===== src/rtl/ebc_pkg.sv =====
package ebc_pkg;
   localparam logic [15:0] ADDR_PRIMARY = 16'hF100;
   localparam logic [15:0] ADDR_WIN4 = 16'hF104;
   localparam logic [15:0] ADDR_RESET_CFG = 16'hF108;
   localparam logic [15:0] ADDR_WIN4_BASE = 16'hF10C;
   localparam int CYCLE_WAIT_FIELD_LSB = 0;
   localparam int RWDC_POS = 4;
   localparam int MTTC_POS = 5;
   localparam int BUS_TYPE_FIELD_LSB = 6;
   localparam int ALECTL_POS = 9;
   localparam int BUSACT_POS = 10;
   localparam int RDYEN_POS = 12;
   localparam int RDYPOL_POS = 13;
   localparam int CSREN_POS = 14;
   localparam int CSWEN_POS = 15;
   localparam logic [15:0] CFG_MASK = 16'hF6FF;
   localparam logic [15:0] PRIM_RESET_EA_HIGH = 16'h0000;
   localparam logic [15:0] WIN4_RESET = 16'h0000;
   localparam logic [7:0] WIN4_BASE_RESET = 8'h00;
   localparam logic [3:0] WAIT_MAX = 4'hF;
   localparam int P0_BUS_TYPE_FIELD_LSB = 6;
   localparam int P0_RCFG_LSB = 8;
   localparam int P0_CLK_LSB = 13;

   typedef struct packed {
      logic csw;
      logic csr;
      logic rdypol;
      logic rdyen;
      logic rsv11;
      logic busact;
      logic alectl;
      logic rsv8;
      logic [1:0] bus_type_field;
      logic mttc;
      logic rwdc;
      logic [3:0] cycle_wait_field;
   } bus_cfg_t;

   typedef struct packed {
      logic [2:0] clk;
      logic [1:0] sal;
      logic [1:0] cs;
      logic write_strobe_mode_bit;
   } reset_cfg_t;

   typedef enum logic [2:0] {
      PH_IDLE = 3'b000,
      PH_LATCH = 3'b001,
      PH_LATCH_LONG = 3'b010,
      PH_DELAY = 3'b011,
      PH_STROBE = 3'b100,
      PH_TRI = 3'b101
   } phase_t;

   // CPU clock over oscillator, times two, so the 0.5 ratio stays an integer
   function automatic logic [5:0] clk_x2(input logic [2:0] code);
      logic [5:0] r;
      r = 6'h00;
      unique case (code)
         3'h0: r = 6'h20;
         3'h1: r = 6'h01;
         3'h2: r = 6'h14;
         3'h3: r = 6'h02;
         3'h4: r = 6'h0A;
         3'h5: r = 6'h10;
         3'h6: r = 6'h06;
         3'h7: r = 6'h08;
      endcase
      return r;
   endfunction
endpackage


===== src/rtl/external_bus_config.sv =====
// The implementer's own choice: the Wishbone slave port.
module external_bus_config (
   input wire logic clk_sys,
   input wire logic reset_n,
   input wire logic hw_long_reset,
   input wire logic external_access_pin,
   input wire logic [15:0] config_port,
   input wire logic wb_cyc_i,
   input wire logic wb_stb_i,
   input wire logic wb_we_i,
   input wire logic [15:0] wb_adr_i,
   input wire logic [3:0] wb_sel_i,
   input wire logic [31:0] wb_dat_i,
   output logic wb_ack_o,
   output logic [31:0] wb_dat_o,
   input wire logic req_valid,
   input wire logic [23:0] req_addr,
   input wire logic req_we,
   input wire logic [1:0] req_be,
   input wire logic [15:0] req_wdata,
   output logic req_ready,
   output logic req_done,
   output logic req_err,
   output logic [15:0] req_rdata,
   input wire logic ready_pin,
   input wire logic [15:0] ad_in,
   output logic [15:0] ad_out,
   output logic ad_oe,
   output logic [23:0] addr_out,
   output logic ale,
   output logic rd_n,
   output logic wr_n,
   output logic bhe_n,
   output logic [4:0] cs_n,
   output logic bus_wide,
   output logic bus_mux,
   output logic [5:0] cpu_clock_x2
);
   typedef struct packed {
      logic ack;
      logic [31:0] rdat;
      ebc_pkg::bus_cfg_t prim;
      ebc_pkg::bus_cfg_t win4;
      logic [7:0] win4_base;
      ebc_pkg::reset_cfg_t rcfg;
      logic [5:0] clk_x2;
      logic [1:0] ea_s;
      logic [1:0][15:0] p0_s;
      logic [1:0] rdy_s;
      ebc_pkg::phase_t phase;
      logic [3:0] cnt;
      logic [23:0] addr;
      logic we;
      logic [1:0] be;
      logic [15:0] wdata;
      logic hit4;
      logic wide;
      logic mux;
      logic ready;
      logic done;
      logic err;
      logic [15:0] rdata;
      logic ale;
      logic rd_n;
      logic wr_n;
      logic bhe_n;
      logic [4:0] cs_n;
      logic [23:0] addr_o;
      logic [15:0] ad_o;
      logic ad_oe;
   } st_t;

   st_t st_ff;
   st_t nxt_st;
   logic req_hit4;
   logic sel_hit4;
   ebc_pkg::bus_cfg_t cur_cfg;
   logic rdy_act;
   logic strobe_end;
   logic bus_sel;

   function automatic ebc_pkg::bus_cfg_t put_cfg(input ebc_pkg::bus_cfg_t old,
                                                  input logic [31:0] d,
                                                  input logic [3:0] sel);
      logic [15:0] v;
      v = old;
      if (sel[0])
      begin
         v[7:0] = d[7:0];
      end
      if (sel[1])
      begin
         v[15:8] = d[15:8];
      end
      return ebc_pkg::bus_cfg_t'(v & ebc_pkg::CFG_MASK);
   endfunction

   // Lines beyond the enabled count stay high whatever the window asks for
   function automatic logic [4:0] cs_drive(input logic on, input logic h4,
                                           input logic [1:0] code);
      logic [4:0] v;
      logic [4:0] m;
      v = 5'h00;
      m = 5'h00;
      unique case (code)
         2'h0: m = 5'h07;
         2'h1: m = 5'h03;
         2'h2: m = 5'h00;
         2'h3: m = 5'h1F;
      endcase
      if (on)
      begin
         v = h4 ? 5'h10 : 5'h01;
      end
      return ~(v & m);
   endfunction

   function automatic logic [7:0] seg_mask(input logic [1:0] code);
      logic [7:0] m;
      m = 8'h00;
      unique case (code)
         2'h0: m = 8'h0F;
         2'h1: m = 8'h00;
         2'h2: m = 8'hFF;
         2'h3: m = 8'h03;
      endcase
      return m;
   endfunction

   assign req_hit4 = (req_addr[23:16] == st_ff.win4_base);
   assign sel_hit4 = (st_ff.phase == ebc_pkg::PH_IDLE) ? req_hit4 : st_ff.hit4;
   assign cur_cfg = sel_hit4 ? st_ff.win4 : st_ff.prim;
   assign rdy_act = (st_ff.rdy_s[1] == cur_cfg.rdypol);
   assign strobe_end = cur_cfg.rdyen ? rdy_act : (st_ff.cnt == 4'h0);
   assign bus_sel = wb_cyc_i & wb_stb_i & ~st_ff.ack;

   always_comb
   begin
      logic go_lat_exit;
      logic go_strobe;
      logic gate;
      go_lat_exit = 1'b0;
      go_strobe = 1'b0;
      gate = 1'b0;
      nxt_st = st_ff;
      nxt_st.ea_s = {st_ff.ea_s[0], external_access_pin};
      nxt_st.p0_s = {st_ff.p0_s[0], config_port};
      nxt_st.rdy_s = {st_ff.rdy_s[0], ready_pin};
      nxt_st.done = 1'b0;
      nxt_st.err = 1'b0;
      nxt_st.ack = bus_sel;
      if (bus_sel)
      begin
         nxt_st.rdat = 32'h0000_0000;
         if ({wb_adr_i[15:2], 2'b00} == ebc_pkg::ADDR_PRIMARY)
         begin
            nxt_st.rdat = {16'h0000, st_ff.prim};
            if (wb_we_i)
            begin
               nxt_st.prim = put_cfg(st_ff.prim, wb_dat_i, wb_sel_i);
            end
         end
         else if ({wb_adr_i[15:2], 2'b00} == ebc_pkg::ADDR_WIN4)
         begin
            nxt_st.rdat = {16'h0000, st_ff.win4};
            if (wb_we_i)
            begin
               nxt_st.win4 = put_cfg(st_ff.win4, wb_dat_i, wb_sel_i);
            end
         end
         else if ({wb_adr_i[15:2], 2'b00} == ebc_pkg::ADDR_RESET_CFG)
         begin
            nxt_st.rdat = {24'h000000, st_ff.rcfg};
         end
         else if ({wb_adr_i[15:2], 2'b00} == ebc_pkg::ADDR_WIN4_BASE)
         begin
            nxt_st.rdat = {24'h000000, st_ff.win4_base};
            if (wb_we_i && wb_sel_i[0])
            begin
               nxt_st.win4_base = wb_dat_i[7:0];
            end
         end
      end

      unique case (st_ff.phase)
         ebc_pkg::PH_IDLE:
         begin
            if (req_valid && st_ff.ready)
            begin
               nxt_st.addr = req_addr;
               nxt_st.we = req_we;
               nxt_st.be = req_be;
               nxt_st.wdata = req_wdata;
               nxt_st.hit4 = req_hit4;
               nxt_st.wide = cur_cfg.bus_type_field[1];
               nxt_st.mux = cur_cfg.bus_type_field[0];
               if (!cur_cfg.busact)
               begin
                  nxt_st.done = 1'b1;
                  nxt_st.err = 1'b1;
                  nxt_st.rdata = 16'h0000;
               end
               else
               begin
                  nxt_st.phase = ebc_pkg::PH_LATCH;
                  nxt_st.ale = 1'b1;
                  nxt_st.addr_o = {req_addr[23:16] & seg_mask(st_ff.rcfg.sal), req_addr[15:0]};
                  nxt_st.ad_o = cur_cfg.bus_type_field[0] ? req_addr[15:0] : req_wdata;
                  nxt_st.ad_oe = cur_cfg.bus_type_field[0] | req_we;
                  gate = req_we ? cur_cfg.csw : cur_cfg.csr;
                  nxt_st.cs_n = cs_drive(~gate, req_hit4, st_ff.rcfg.cs);
                  if (st_ff.rcfg.write_strobe_mode_bit)
                  begin
                     nxt_st.bhe_n = ~(req_be[1] & cur_cfg.bus_type_field[1]);
                  end
               end
            end
         end
         ebc_pkg::PH_LATCH:
         begin
            if (cur_cfg.alectl)
            begin
               nxt_st.phase = ebc_pkg::PH_LATCH_LONG;
            end
            else
            begin
               go_lat_exit = 1'b1;
            end
         end
         ebc_pkg::PH_LATCH_LONG:
         begin
            go_lat_exit = 1'b1;
         end
         ebc_pkg::PH_DELAY:
         begin
            go_strobe = 1'b1;
         end
         ebc_pkg::PH_STROBE:
         begin
            if (strobe_end)
            begin
               // Data is qualified by the strobe, so it is taken straight off the pins;
               // a two-stage sampler would miss a zero-wait read entirely
               nxt_st.rdata = st_ff.wide ? ad_in : {8'h00, ad_in[7:0]};
               nxt_st.rd_n = 1'b1;
               nxt_st.wr_n = 1'b1;
               nxt_st.bhe_n = 1'b1;
               nxt_st.cs_n = cs_drive(1'b0, st_ff.hit4, st_ff.rcfg.cs);
               nxt_st.ad_oe = 1'b0;
               if (!cur_cfg.mttc)
               begin
                  nxt_st.phase = ebc_pkg::PH_TRI;
               end
               else
               begin
                  nxt_st.phase = ebc_pkg::PH_IDLE;
                  nxt_st.done = 1'b1;
               end
            end
            else if (!cur_cfg.rdyen)
            begin
               nxt_st.cnt = st_ff.cnt - 4'h1;
            end
         end
         ebc_pkg::PH_TRI:
         begin
            nxt_st.phase = ebc_pkg::PH_IDLE;
            nxt_st.done = 1'b1;
         end
         default:
         begin
            nxt_st.phase = ebc_pkg::PH_IDLE;
         end
      endcase

      if (go_lat_exit)
      begin
         nxt_st.ale = 1'b0;
         if (st_ff.mux)
         begin
            nxt_st.ad_o = st_ff.wdata;
            nxt_st.ad_oe = st_ff.we;
         end
         if (cur_cfg.rwdc)
         begin
            go_strobe = 1'b1;
         end
         else
         begin
            nxt_st.phase = ebc_pkg::PH_DELAY;
         end
      end
      if (go_strobe)
      begin
         nxt_st.phase = ebc_pkg::PH_STROBE;
         nxt_st.cnt = ebc_pkg::WAIT_MAX - cur_cfg.cycle_wait_field;
         nxt_st.rd_n = st_ff.we;
         nxt_st.cs_n = cs_drive(1'b1, st_ff.hit4, st_ff.rcfg.cs);
         if (st_ff.rcfg.write_strobe_mode_bit)
         begin
            nxt_st.wr_n = ~st_ff.we;
         end
         else
         begin
            nxt_st.wr_n = ~(st_ff.we & st_ff.be[0]);
            nxt_st.bhe_n = ~(st_ff.we & st_ff.be[1] & st_ff.wide);
         end
      end
      nxt_st.ready = (nxt_st.phase == ebc_pkg::PH_IDLE);

      // Sync reset loads the straps continuously, so the last sampled value stands
      if (!reset_n)
      begin
         nxt_st.ack = 1'b0;
         nxt_st.rdat = 32'h0000_0000;
         nxt_st.win4 = ebc_pkg::WIN4_RESET;
         nxt_st.win4_base = ebc_pkg::WIN4_BASE_RESET;
         nxt_st.phase = ebc_pkg::PH_IDLE;
         nxt_st.cnt = 4'h0;
         nxt_st.addr = 24'h000000;
         nxt_st.we = 1'b0;
         nxt_st.be = 2'h0;
         nxt_st.wdata = 16'h0000;
         nxt_st.hit4 = 1'b0;
         nxt_st.wide = 1'b0;
         nxt_st.mux = 1'b0;
         nxt_st.ready = 1'b0;
         nxt_st.done = 1'b0;
         nxt_st.err = 1'b0;
         nxt_st.rdata = 16'h0000;
         nxt_st.ale = 1'b0;
         nxt_st.rd_n = 1'b1;
         nxt_st.wr_n = 1'b1;
         nxt_st.bhe_n = 1'b1;
         nxt_st.cs_n = 5'h1F;
         nxt_st.addr_o = 24'h000000;
         nxt_st.ad_o = 16'h0000;
         nxt_st.ad_oe = 1'b0;
         if (st_ff.ea_s[1])
         begin
            nxt_st.prim = ebc_pkg::PRIM_RESET_EA_HIGH;
         end
         else
         begin
            nxt_st.prim = ebc_pkg::PRIM_RESET_EA_HIGH;
            nxt_st.prim.busact = 1'b1;
            nxt_st.prim.alectl = 1'b1;
            nxt_st.prim.bus_type_field = st_ff.p0_s[1][ebc_pkg::P0_BUS_TYPE_FIELD_LSB +: 2];
         end
         nxt_st.rcfg[4:0] = st_ff.p0_s[1][ebc_pkg::P0_RCFG_LSB +: 5];
         if (hw_long_reset)
         begin
            nxt_st.rcfg.clk = st_ff.p0_s[1][ebc_pkg::P0_CLK_LSB +: 3];
         end
      end
      nxt_st.clk_x2 = ebc_pkg::clk_x2(nxt_st.rcfg.clk);
   end

   always_ff @(posedge clk_sys)
   begin
      st_ff <= nxt_st;
   end

   assign wb_ack_o = st_ff.ack;
   assign wb_dat_o = st_ff.rdat;
   assign req_ready = st_ff.ready;
   assign req_done = st_ff.done;
   assign req_err = st_ff.err;
   assign req_rdata = st_ff.rdata;
   assign ad_out = st_ff.ad_o;
   assign ad_oe = st_ff.ad_oe;
   assign addr_out = st_ff.addr_o;
   assign ale = st_ff.ale;
   assign rd_n = st_ff.rd_n;
   assign wr_n = st_ff.wr_n;
   assign bhe_n = st_ff.bhe_n;
   assign cs_n = st_ff.cs_n;
   assign bus_wide = st_ff.wide;
   assign bus_mux = st_ff.mux;
   assign cpu_clock_x2 = st_ff.clk_x2;
endmodule // external_bus_config


===== config.mk =====
export PLATFORM = sky130hd
export DESIGN_NAME = external_bus_config
export DESIGN_NICKNAME = d
export VERILOG_FILES = /design/src/rtl/ebc_pkg.sv /design/src/rtl/external_bus_config.sv
export SDC_FILE = /design/constraint.sdc
export NUM_CORES = 1
export LEC_CHECK = 0
export ABC_CLOCK_PERIOD_IN_PS = 2800
export BUFFER_PORTS_ARGS = -buffer_cell sky130_fd_sc_hd__buf_2
export CAP_MARGIN = 20
export CORE_ASPECT_RATIO = 0.6
export CORE_MARGIN = 2
export CORE_UTILIZATION = 53
export CTS_BUF_LIST = sky130_fd_sc_hd__clkbuf_8
export CTS_CLUSTER_DIAMETER = 120
export DETAILED_ROUTE_END_ITERATION = 12
export PLACE_DENSITY = 0.83
export RECOVER_POWER = 50
export SLEW_MARGIN = 30
export SYNTH_ARGS = -nofsm -noshare
export SYNTH_HDL_FRONTEND = slang
export SYNTH_SLANG_ARGS = --single-unit

===== constraint.sdc =====
create_clock -name clk_sys -period 2.8 [get_ports clk_sys]
set_input_delay 0.56 -clock clk_sys [delete_from_list [all_inputs] [get_ports clk_sys]]
set_output_delay 0.56 -clock clk_sys [all_outputs]
set_load 0.02 [all_outputs]

Word-level counts from Yosys, hierarchy flattened. Memories as Yosys holds them, arrays and structs flattened. A register that Yosys moved wholly into a read port is not among the register bits. Index checks and enable logic that the tools add are counted. Widths: inputs -> output; s select.

Add/sub/neg operators: 2. Equal/unequal tests: 30. Multiplexer cells: 82. Bitwise gates (word level): 21. Reduce and logical (&&, ||, !) cells: 26.

Operators by type and width (count): $mux 16 (11); $mux 8 (15); $mux 47 (2); $eq 14x14->1 const B (4); $mux 5 (11); $mux 48 (1); $mux 40 (1); $mux 17 (2); $pmux 16 s2 (1); $pmux 8 s4 (1); $mux 24 (1); $mux 3 (8); $pmux 5 s4 (1); $mux 19 (1); $mux 18 (1); $ne 2x1->1 const B (8); $reduce_and 4->1 (4); $mux 1 (14); $mux 4 (3); $pmux 3 s4 (1); $pmux 6 s2 (1); $reduce_and 3->1 (4); $mux 11 (1); $and 5x5->5 (2); other kinds (32) (62).

Flip-flop bits (word level): 197. Bits in read-only memories: 48. Bits of input ports: 136. Output and inout port bits: 110. Logic and storage cells: 215. Memories kept: 1.

Memory list: (name not given) (words 8, width 6, rd ports 1, clocked after memory_dff 1, wr ports 0, RTL line ebc_pkg.sv:60) `unique case (code)`.

Logic depth before layout (Yosys ltp). Gate-level depths: netlist (run 1).

Depth in word-level cells: 15. Depth in mapped cells: 9. Depth with buffers taken out: 8.

Worst setup path after synthesis (run 1). Ideal clock, no wire load.

Path type: in2reg. From: input wb_adr_i[6]. To: register st_ff[196] (netlist bit) (enable). Library setup time: 0.387 ns. Arrival: 2.104 ns. Data required time: 2.413 ns. Path slack: 0.309 ns. Stages: 6. Buffers on the path: 1. Cell sequence: nor4b_1 -> and3_1 -> buf_2 -> and3_1 -> nand2_1 -> o31ai_1.

Cells in the longest elaborated chain, start to end: 3.

Ends and longest elaborated chain: from (decl) (RTL line external_bus_config.sv:11) `input wire logic [15:0] wb_adr_i,`; $eq 14x14->1 (RTL line external_bus_config.sv:155) `if ({wb_adr_i[15:2], 2'b00} == ebc_pkg::ADDR_PRIMARY)`; $ne 2x1->1 (no source line); $reduce_and 4->1 (no source line); to (signal assigned) (RTL line external_bus_config.sv:361) `st_ff <= nxt_st;`; to (decl) (RTL line external_bus_config.sv:73) `st_t st_ff;`.

Every way passes these cells. A chain may end at the register's enable or synchronous reset.

Worst setup path in the final report (run 1).
From: register st_ff[120] (netlist bit). To: register st_ff, in the netlist ad_out[9].

Cells in the longest elaborated chain, start to end: 9. Elaborated cells between the ends (all ways): 13.

Ends and longest elaborated chain: $logic_not 3->1 (RTL line external_bus_config.sv:131, external_bus_config.sv:185); $mux 1 (RTL line external_bus_config.sv:131) `assign sel_hit4 = (st_ff.phase == ebc_pkg::PH_IDLE) ? req_hit4 : st_ff.hit4;`; $mux 16 (RTL line external_bus_config.sv:132) `assign cur_cfg = sel_hit4 ? st_ff.win4 : st_ff.prim;`; $mux 16 (RTL line external_bus_config.sv:208) `nxt_st.ad_o = cur_cfg.bus_type_field[0] ? req_addr[15:0] : req_wdata;`; $mux 47 (RTL line external_bus_config.sv:197) `if (!cur_cfg.busact)`; $mux 47 (RTL line external_bus_config.sv:188) `if (req_valid && st_ff.ready)`; $mux 16 (RTL line external_bus_config.sv:185) `unique case (st_ff.phase)`; $mux 17 (RTL line external_bus_config.sv:279) `if (st_ff.mux)`; $mux 17 (*) (RTL line external_bus_config.sv:276) `if (go_lat_exit)`.

Every way passes the cells marked *; elsewhere a longest branch is shown, timed or not. The select of a mux whose other input is x is not followed.

==> results of run 1 <==
registers in the layout, summed over array words and instances, names as in the netlist, 3 cells and up:
signal	count
st_ff	83
wb_dat_o	14
req_rdata	16
cs_n	3
ad_out	16
nxt_st	12
cpu_clock_x2	6
addr_out	24
placed cells by master, fill, tap and decap left out, types with 6 or more instances in the layout:
cell type	instances
a21oi_1	85
a221o_1	16
a32o_1	18
and3_1	15
buf_2	107
buf_4	21
clkbuf_1	93
clkbuf_8	17
conb_1	18
dfxtp_1	166
edfxtp_1	19
inv_1	9
mux2i_1	44
mux4_2	8
nand2_1	144
nand2b_1	6
nand3_1	25
nor2_1	45
nor2b_1	9
nor3_1	9
o21ai_0	21
xor2_1	10
routing by layer:
metal / part of all wire / vias to the layer above / global-route usage
met3: 0.10 / 17 / 0.0723
li1: - / 3118 / -
met2: 0.43 / 308 / 0.370
met1: 0.47 / 3061 / 0.373
met4: 0.0052 / 0 / 0.0520
met5: 0 / - / 0
report_power, final:
group	internal, uW	switching, uW	total [uW]	leakage (uW)
logic	273	512	784	0.00174
registers	2820	84.0	2900	0.00154
clock network	743	1060	1800	0.000195
total	3830	1650	5480	0.00348
logic make-up after synthesis:
group	count (synthesis)
and+or+nand+nor	283
DFF	185
AOI/OAI and AO/OA	166
buffers and inverters	157
muxes	55
xor gates and xnor gates	12
adders and majority gates	4
other	1
how the worst max path moves through the flow:
stage / to / slack (ns)
after CTS: req_rdata[10]$_SDFFE_PN0P_ / 0.08
after detailed placement: ad_out[6]$_SDFF_PN0_ / 0.10
after global routing: req_done$_SDFF_PN0_ / 0.03
after global placement: ad_out[6]$_SDFF_PN0_ / 0.17
final: ad_out[9]$_SDFF_PN0_ / 0.18
after floorplan: st_ff[196]$_SDFFCE_PN0P_ / 0.31
per-stage QoR:
step           setup slack (ns)  utilization
2_1_floorplan             0.309            -
3_3_place_gp              0.174        0.591
3_5_place_dp              0.103        0.591
4_1_cts                  0.0828        0.617
5_1_grt                  0.0300        0.609
6_report                  0.175        0.610
critical path: stages, from the launching register on:
cell and delay (ns):
dfxtp_1 0.41, nor3_2 0.54, nand3_1 0.41, a21oi_2 0.29
and3_1 0.66, a221o_1 0.26
area by class of cell:
cell class	count	area (um2)
Fill cell	1333	5750
Timing Repair Buffer	225	1090
Tap cell	198	248
Sequential cell	185	3890
Antenna cell	1	2.50
Clock buffer	17	234
Multi-Input combinational cell	538	3300
Clock inverter	15	159
Inverter	10	38.8
==> flow_metrics.tcl, run 1 <==
set metrics [dict create \
    status "finished clean" \
    clock_sinks 185 \
    synth_cell_types 59 \
    yosysMostFrequentCell "dfxtp_1" \
    path_max_fanout 16 \
    clk_latency_ns 0.46 \
    cts_hold_buf 0 \
    arrival_ns 3.02 \
    syn_area_mm2 0.00812 \
    netlist_instances 863 \
    hpwl_um 15400 \
    power.total_uw 5480 \
    yosys.area_share.simple 0.166 \
    synth_edf_count 19 \
    fp.dieW_um 164 \
    nets 1117 \
    drive_gt1_frac 0.195 \
    crit_path_start "st_ff[120]$_SDFF_PN0_" \
    min_period_ns 2.62 \
    cts_max_path_buffers 2 \
    synth_top_family_by_area "simple AND/OR/NAND/NOR gates" \
    grt_util_all_layers 0.253 \
    vias_per_cell 5.47 \
    core_mm2 0.0147 \
    grt_setup_unrepaired "no" \
    achievable-frequency_ghz 0.381 \
    hold_depth 1 \
    crit_type "flop to flop" \
    reg2reg_from "st_ff[120]$_SDFF_PN0_" \
    final_area_mm2 0.00897 \
    whs_endpoint "nxt_st[146]$_DFF_P_" \
    whs_ns 0.196 \
    synth_compound_area_frac 0.132 \
    vias 6504 \
    yosys.area_share.adder 0.00616 \
    drtIter0Drc 630 \
    setup_viol 0 \
    grt-ovfl-total 0 \
    die_area_mm2 0.0164 \
    slew_viol_final 0 \
    hold_viol 0 \
    tns_ns 0 \
    period_share 0.937 \
    yosys_warnings 0 \
    dp_cells 1156 \
    drv_cap 0 \
    postRouteAntennaNets 0 \
    antenna_found_initial 0 \
    fin_cells 1189 \
    ir_drop_mv 0.307 \
    ys_top_cells_by_count "dfxtp_1 (166), nand2_1 (144), buf_4 (99)" \
    cts_setup_buffers 0 \
    port_buffers 199 \
    ys_top_cells_by_area "dfxtp_1 (41%), buf_4 (9.2%), edfxtp_1 (7.0%)" \
    r2r_slack_ns 0.18 \
    ctsResizeCount 0 \
    r2r_end "ad_out[9]$_SDFF_PN0_" \
    cts_buffers 17 \
    cts_tree "yes" \
    finClkSkew_ns 0.0176 \
    avgSynthCellArea_um2 9.41 \
    seq_area_frac_synth 0.479 \
    wl_per_cell_um 17.4 \
    cts_root_buf "clkbuf_8" \
    yosysTopAreaCell "dfxtp_1" \
    area_growth_pct 10.5 \
    worst_pin_slew_ns 0.927 \
    slew_headroom 0.382 \
    die_h_um 99.9 \
    hp-class "primary input to flop" \
    critical_path_required_ns 3.20 \
    ff2ff_path_depth 5 \
    first_pass_iters 5 \
    grt_pass1_vias 6123 \
    clk_pin_slew_ns 0.10 \
    globalplace.congestion 0.878 \
    start_util 0.552 \
    synthFlopType "dfxtp_1" \
    synth-async-reset-ratio 0 \
    grt_max_degree 44 \
    drt_wl_total_um 20700 \
    critPathLaunchType "flop" \
    min_from "config_port[6]" \
    grt_pass1_wl_um 32300 \
    cp-end-kind "flop" \
    synthMuxAreaShare 0.0806 \
    ys_seq_elements 185 \
    drc 0 \
    htree_num_levels 4 \
    synth_top_area_share 0.409 \
    rows 34 \
    powerDensity_mw_per_mm2 611 \
    synth_xor_area_frac 0.0129 \
    io_pins 246 \
    leakage_uw 0.00348 \
    place_area_mm2 0.00869 \
]
Note: power is estimated with default switching activity, not from simulation.
==> inputs of run 2 (changes only) <==
--- a/config.mk
+++ b/config.mk
@@ -10,11 +10,11 @@
 export CAP_MARGIN = 20
 export CORE_ASPECT_RATIO = 0.6
 export CORE_MARGIN = 2
-export CORE_UTILIZATION = 53
-export CTS_BUF_LIST = sky130_fd_sc_hd__clkbuf_8
+export CORE_UTILIZATION = 52
 export CTS_CLUSTER_DIAMETER = 120
+export CTS_CLUSTER_SIZE = 25
 export DETAILED_ROUTE_END_ITERATION = 12
-export PLACE_DENSITY = 0.83
+export PLACE_DENSITY = 0.82
 export RECOVER_POWER = 50
 export SLEW_MARGIN = 30
 export SYNTH_ARGS = -nofsm -noshare
==> run 2 against run 1 <==
Non-clock buffer count rose by 4. Fmax grew 2.6%. Count of clock-buffer cells in the layout up 2. First-iteration DRC count up 14%. Largest power group unchanged.
==> flow_metrics.tcl, run 2 (synthesis gave the netlist of run 1 again) <==
set metrics [dict create \
    status "finished clean" \
    path_max_fanout 16 \
    achievable-frequency_ghz 0.391 \
    post-route-util 0.601 \
    p_sw_frac 0.280 \
    critPathLaunchType "flop" \
    seqPwrFrac 0.478 \
    area_growth_pct 13.5 \
    globalplace.congestion 0.910 \
    htree_num_levels 4 \
    cts_buffers 17 \
    cts_setup_buffers 0 \
    cp-end-kind "flop" \
    top_layer_used "met4" \
    nets 1121 \
    ctsResizeCount 0 \
    p_switching_uw 1700 \
    ff2ff_path_depth 6 \
    drt_wl_total_um 20600 \
    cp_num_buf_inv 0 \
    slowest_delay_ns 0.67 \
    rows 35 \
    regMostFlops "st_ff" \
    grt_setup_unrepaired "no" \
    crit_type "flop to flop" \
    clk_latency_ns 0.42 \
    multi_input_area_mm2 0.00330 \
    core_mm2 0.0153 \
    die_area_mm2 0.0167 \
    cts_hold_buf 0 \
    drc 0 \
    slew_headroom 0.143 \
    tns_ns 0 \
    grt_pass1_vias 6265 \
    drv_cap 0 \
    hpwl_um 15000 \
    crit_cells 6 \
    arrival_ns 2.93 \
    first_pass_iters 5 \
    min_from "config_port[12]" \
    grt-ovfl-total 0 \
    port_buffers 199 \
    drtIter0Drc 718 \
    grt_max_degree 50 \
    pwr-share-comb 0.128 \
    cts_root_buf "clkbuf_16" \
    fillers 1402 \
    clk_pin_slew_ns 0.07 \
    leakage_uw 0.00360 \
    largest_reg_flops 83 \
    powerDensity_mw_per_mm2 660 \
    r2r_end "ad_out[0]$_SDFF_PN0_" \
    pwr-share-clk 0.394 \
    layout_commonest_cell "dfxtp_1" \
    die_h_um 101 \
    slew_viol_final 0 \
    vias_per_cell 5.53 \
    crit_chain "xor2_1 -> nor4_4 -> nand3_1 -> a21oi_2 -> and3_1 -> a221o_1" \
    grt_pass1_wl_um 31900 \
    vias 6620 \
    setup_viol 0 \
    routed-wl-met3_um 2300 \
    critical_path_required_ns 3.17 \
    crit_family "simple AND/OR/NAND/NOR gates" \
    clock_sinks 185 \
    finClkSkew_ns 0.0100 \
    postRouteAntennaNets 0 \
    met1Wirelength_um 8940 \
    wl_per_cell_um 17.2 \
    io_pins 246 \
    hp-class "primary input to flop" \
    start_util 0.530 \
    ir_drop_mv 0.351 \
    crit_slowest_cell "and3_1" \
    seq_area_mm2 0.00389 \
    fp.dieW_um 165 \
    hold_viol 0 \
    internal-power_uw 4380 \
    hold_depth 1 \
    layout_common_cells "dfxtp_1 (166), nand2_1 (144), buf_2 (107)" \
    cts_tree "yes" \
    min_period_ns 2.56 \
    antenna_found_initial 1 \
    r2r_slack_ns 0.24 \
    cts_max_path_buffers 2 \
    grt_util_all_layers 0.249 \
    dr_wl_met2_um 9050 \
    drive_gt1_frac 0.194 \
    reg2reg_from "st_ff[173]$_SDFFE_PN0P_" \
    whs_endpoint "nxt_st[152]$_DFF_P_" \
    period_share 0.913 \
    worst_pin_slew_ns 1.28 \
]
## run 2: cell count changes in the layout (fill, tap and decap cells not counted), sizes merged
cell,delta
clkbuf,+3
bufinv,-1
clkinv,+2
clkinvlp,-3
buf,+3
## run 2: layout make-up
type	instances	area share
Inverter	10	0.00407
Clock buffer	19	0.0516
Sequential cell	185	0.422
Multi-Input combinational cell	538	0.358
Clock inverter	13	0.0136
Tap cell	203	0.0276
Timing Repair Buffer	229	0.123
Antenna cell	1	0.000272
## run 2: metal layers
| layer | vias up | global-route usage |
|---|---|---|
| li1 | 3121 | - |
| met1 | 3129 | 0.334 |
| met2 | 344 | 0.380 |
| met3 | 26 | 0.0852 |
| met4 | 0 | 0.0769 |
| met5 | - | 0 |
## run 2: worst max path at each step
stage / to / slack (ns) / start
2_1_floorplan: st_ff[196]$_SDFFCE_PN0P_ / 0.31 / wb_adr_i[6]
3_3_place_gp: ad_out[0]$_SDFF_PN0_ / 0.13 / req_addr[22]
3_5_place_dp: ad_out[4]$_SDFF_PN0_ / 0.02 / req_addr[22]
4_1_cts: ad_out[9]$_SDFF_PN0_ / 0.30 / st_ff[178]$_SDFFE_PN0P_
5_1_grt: req_rdata[14]$_SDFFE_PN0P_ / 0.12 / st_ff[115]$_SDFFE_PN0P_
6_report: ad_out[0]$_SDFF_PN0_ / 0.24 / st_ff[173]$_SDFFE_PN0P_
## run 2: power by group through the flow
stage / Sequential, uW / Clock, uW / Combinational, uW
6_report: 2900 / 2400 / 778
3_5_place_dp: 2960 / 0 / 790
2_1_floorplan: 2950 / 0 / 570
4_1_cts: 2900 / 2430 / 796
5_1_grt: 2920 / 2560 / 849
3_3_place_gp: 2950 / 0 / 775
## run 2: metrics by stage
| step | setup WS (ns) | power [uW] | cells | cell area [um2] | hold slack (ns) |
|---|---|---|---|---|---|
| 2_1_floorplan | 0.309 | 3520 | 880 | 8190 | 0.310 |
| 3_3_place_gp | 0.125 | 3730 | 1165 | 8740 | 0.312 |
| 3_5_place_dp | 0.0227 | 3750 | 1165 | 8740 | 0.312 |
| 4_1_cts | 0.302 | 6130 | 1197 | 9340 | 0.221 |
| 5_1_grt | 0.116 | 6330 | 1197 | 9210 | 0.214 |
| 6_report | 0.243 | 6080 | 1198 | 9220 | 0.232 |
==> inputs of run 3 (changes only) <==
--- a/config.mk
+++ b/config.mk
@@ -5,16 +5,16 @@
 export SDC_FILE = /design/constraint.sdc
 export NUM_CORES = 1
 export LEC_CHECK = 0
-export ABC_CLOCK_PERIOD_IN_PS = 2800
+export ABC_CLOCK_PERIOD_IN_PS = 3300
 export BUFFER_PORTS_ARGS = -buffer_cell sky130_fd_sc_hd__buf_2
 export CAP_MARGIN = 20
 export CORE_ASPECT_RATIO = 0.6
 export CORE_MARGIN = 2
-export CORE_UTILIZATION = 52
+export CORE_UTILIZATION = 56
 export CTS_CLUSTER_DIAMETER = 120
 export CTS_CLUSTER_SIZE = 25
 export DETAILED_ROUTE_END_ITERATION = 12
-export PLACE_DENSITY = 0.82
+export PLACE_DENSITY = 0.86
 export RECOVER_POWER = 50
 export SLEW_MARGIN = 30
 export SYNTH_ARGS = -nofsm -noshare
==> constraint.sdc (replaced) <==
create_clock -name clk_sys -period 3.3 [get_ports clk_sys]
set_input_delay 0.66 -clock clk_sys [delete_from_list [all_inputs] [get_ports clk_sys]]
set_output_delay 0.66 -clock clk_sys [all_outputs]
set_load 0.02 [all_outputs]
==> run 3 against run 2 <==
First-iteration DRC count is 3.5% lower. Utilization grew 3.3 points. Die area decreased by 6.9%. Sequential share of layout area is 0.59 points higher. Via count fell by 1.6%. Critical path type is now primary input to flop. Largest power group unchanged. Highest routed layer unchanged.
==> flow_metrics.tcl, run 3 (synthesis gave the netlist of run 1 again) <==
set metrics [dict create \
    layout_commonest_cell "dfxtp_1" \
    grt_max_degree 98 \
    cp_num_buf_inv 3 \
    globalplace.congestion 0.898 \
    pwr-share-comb 0.127 \
    layout_common_cells "dfxtp_1 (166), nand2_1 (144), buf_2 (106)" \
    seq_area_mm2 0.00389 \
    crit_chain "clkbuf_1 -> inv_1 -> clkbuf_4 -> nor2_1 -> and3_1" \
    min_period_ns 2.91 \
    fp.dieW_um 159 \
    critPathLaunchType "primary input" \
    ctsResizeCount 0 \
    drt_wl_total_um 20100 \
    grt_util_all_layers 0.257 \
    final_area_mm2 0.00909 \
    setup_viol 0 \
    p_switching_uw 1380 \
    io_pins 246 \
    area_growth_pct 11.9 \
    vias 6512 \
    die_h_um 97.3 \
    grt_pass1_wl_um 31800 \
    die_area_mm2 0.0155 \
    rows 34 \
    vias_per_cell 5.51 \
    leakage_uw 0.00353 \
    cts_buffers 17 \
    hp-class "flop to flop" \
    core_mm2 0.0143 \
    clk_latency_ns 0.42 \
    cts_max_path_buffers 2 \
    drtIter0Drc 693 \
    hpwl_um 14400 \
    ir_drop_mv 0.328 \
    grt_pass1_vias 6052 \
    achievable-frequency_ghz 0.343 \
    place_area_mm2 0.00863 \
    cts_setup_buffers 0 \
    seqPwrFrac 0.480 \
    drv_cap 0 \
    cts_tree "yes" \
    period_share 0.883 \
    multi_input_area_mm2 0.00330 \
    grt-ovfl-total 0 \
    path_max_fanout 97 \
    critical_path_required_ns 3.59 \
    slew_headroom 0.242 \
    postRouteAntennaNets 0 \
    power.total_uw 5120 \
    antenna_found_initial 0 \
    hold_viol 0 \
    worst_pin_slew_ns 1.14 \
    cts_root_buf "clkbuf_16" \
    status "finished clean" \
    n_antenna_cell 0 \
    clock_sinks 185 \
    nets 1110 \
    wl_per_cell_um 17.0 \
    tns_ns 0 \
    drive_gt1_frac 0.184 \
    crit_type "primary input to flop" \
    drc 0 \
    slew_viol_final 0 \
    pwr-share-clk 0.392 \
    internal-power_uw 3740 \
    crit_family "buffers and inverters" \
    htree_num_levels 4 \
    regMostFlops "st_ff" \
    first_pass_iters 5 \
    largest_reg_flops 83 \
    cp-end-kind "flop" \
    start_util 0.567 \
    clk_pin_slew_ns 0.07 \
    crit_slowest_cell "clkbuf_4" \
    grt_setup_unrepaired "no" \
    cts_hold_buf 0 \
    powerDensity_mw_per_mm2 563 \
    p_sw_frac 0.270 \
    port_buffers 199 \
    fillers 1223 \
    finClkSkew_ns 0.0124 \
    slowest_delay_ns 0.71 \
    arrival_ns 3.20 \
]
## run 3: cell types whose count changed in the layout (fill, tap and decap cells not counted), sizes merged
cell      previous run  this run
inv                 17        16
clkbuf             115       117
buf                133       122
clkinv               6         3
diode                1         0
clkinvlp             0         1
bufinv               0         1
## run 3: cell type report
class / instances / area share
well taps: 198 / 0.0273
clock inverters: 11 / 0.0120
multi-input cells: 538 / 0.363
repair buffers: 218 / 0.113
clock buffers: 21 / 0.0519
inverters: 10 / 0.00413
flip-flops and latches: 185 / 0.428
## run 3: final timing paths
kind | cells after the start | from | slack, ns | end
setup / recovery | 5 | reset_n | 0.39 | st_ff[209]$_SDFFCE_PN0P_
hold / removal | 0 | nxt_st[149]$_DFF_P_ | 0.33 | st_ff[149]$_DFF_P_
setup reg to reg | 6 | st_ff[120]$_SDFF_PN0_ | 0.63 | ad_out[8]$_SDFF_PN0_
hold reg to reg | 0 | nxt_st[149]$_DFF_P_ | 0.33 | st_ff[149]$_DFF_P_
## run 3: power groups by stage
stage | sequential, uW | combinational, uW | clock (uW)
after floorplan | 2500 | 483 | 0
after global placement | 2500 | 648 | 0
after detailed placement | 2510 | 661 | 0
after CTS | 2460 | 664 | 2040
after global routing | 2470 | 708 | 2140
final | 2460 | 652 | 2010
## run 3: worst reg2reg max path, stage by stage, from the launching register on
cell,delay [ns]
dfxtp_1,0.40
nor3_2,0.56
nand3_1,0.48
a21o_1,0.35
nor4_4,0.45
buf_6,0.22
a221o_1,0.15
## run 3: stage by stage
step | utilization | hold slack [ns] | worst slack (ns) | cells
floorplan | - | 0.310 | 0.709 | 880
global placement | 0.602 | 0.310 | 0.181 | 1148
detailed placement | 0.602 | 0.312 | 0.189 | 1148
CTS | 0.643 | 0.324 | 0.445 | 1180
global route | 0.634 | 0.318 | 0.255 | 1181
finish | 0.634 | 0.329 | 0.387 | 1181
## run 3: per-layer routing
layer,routed length [um],share of wire,GRT usage,vias to the layer above
met5,0,0,0,-
met4,216,0.011,0.0657,0
met3,1850,0.092,0.0670,23
met2,8600,0.43,0.369,284
met1,9450,0.47,0.384,3110
li1,-,-,-,3095
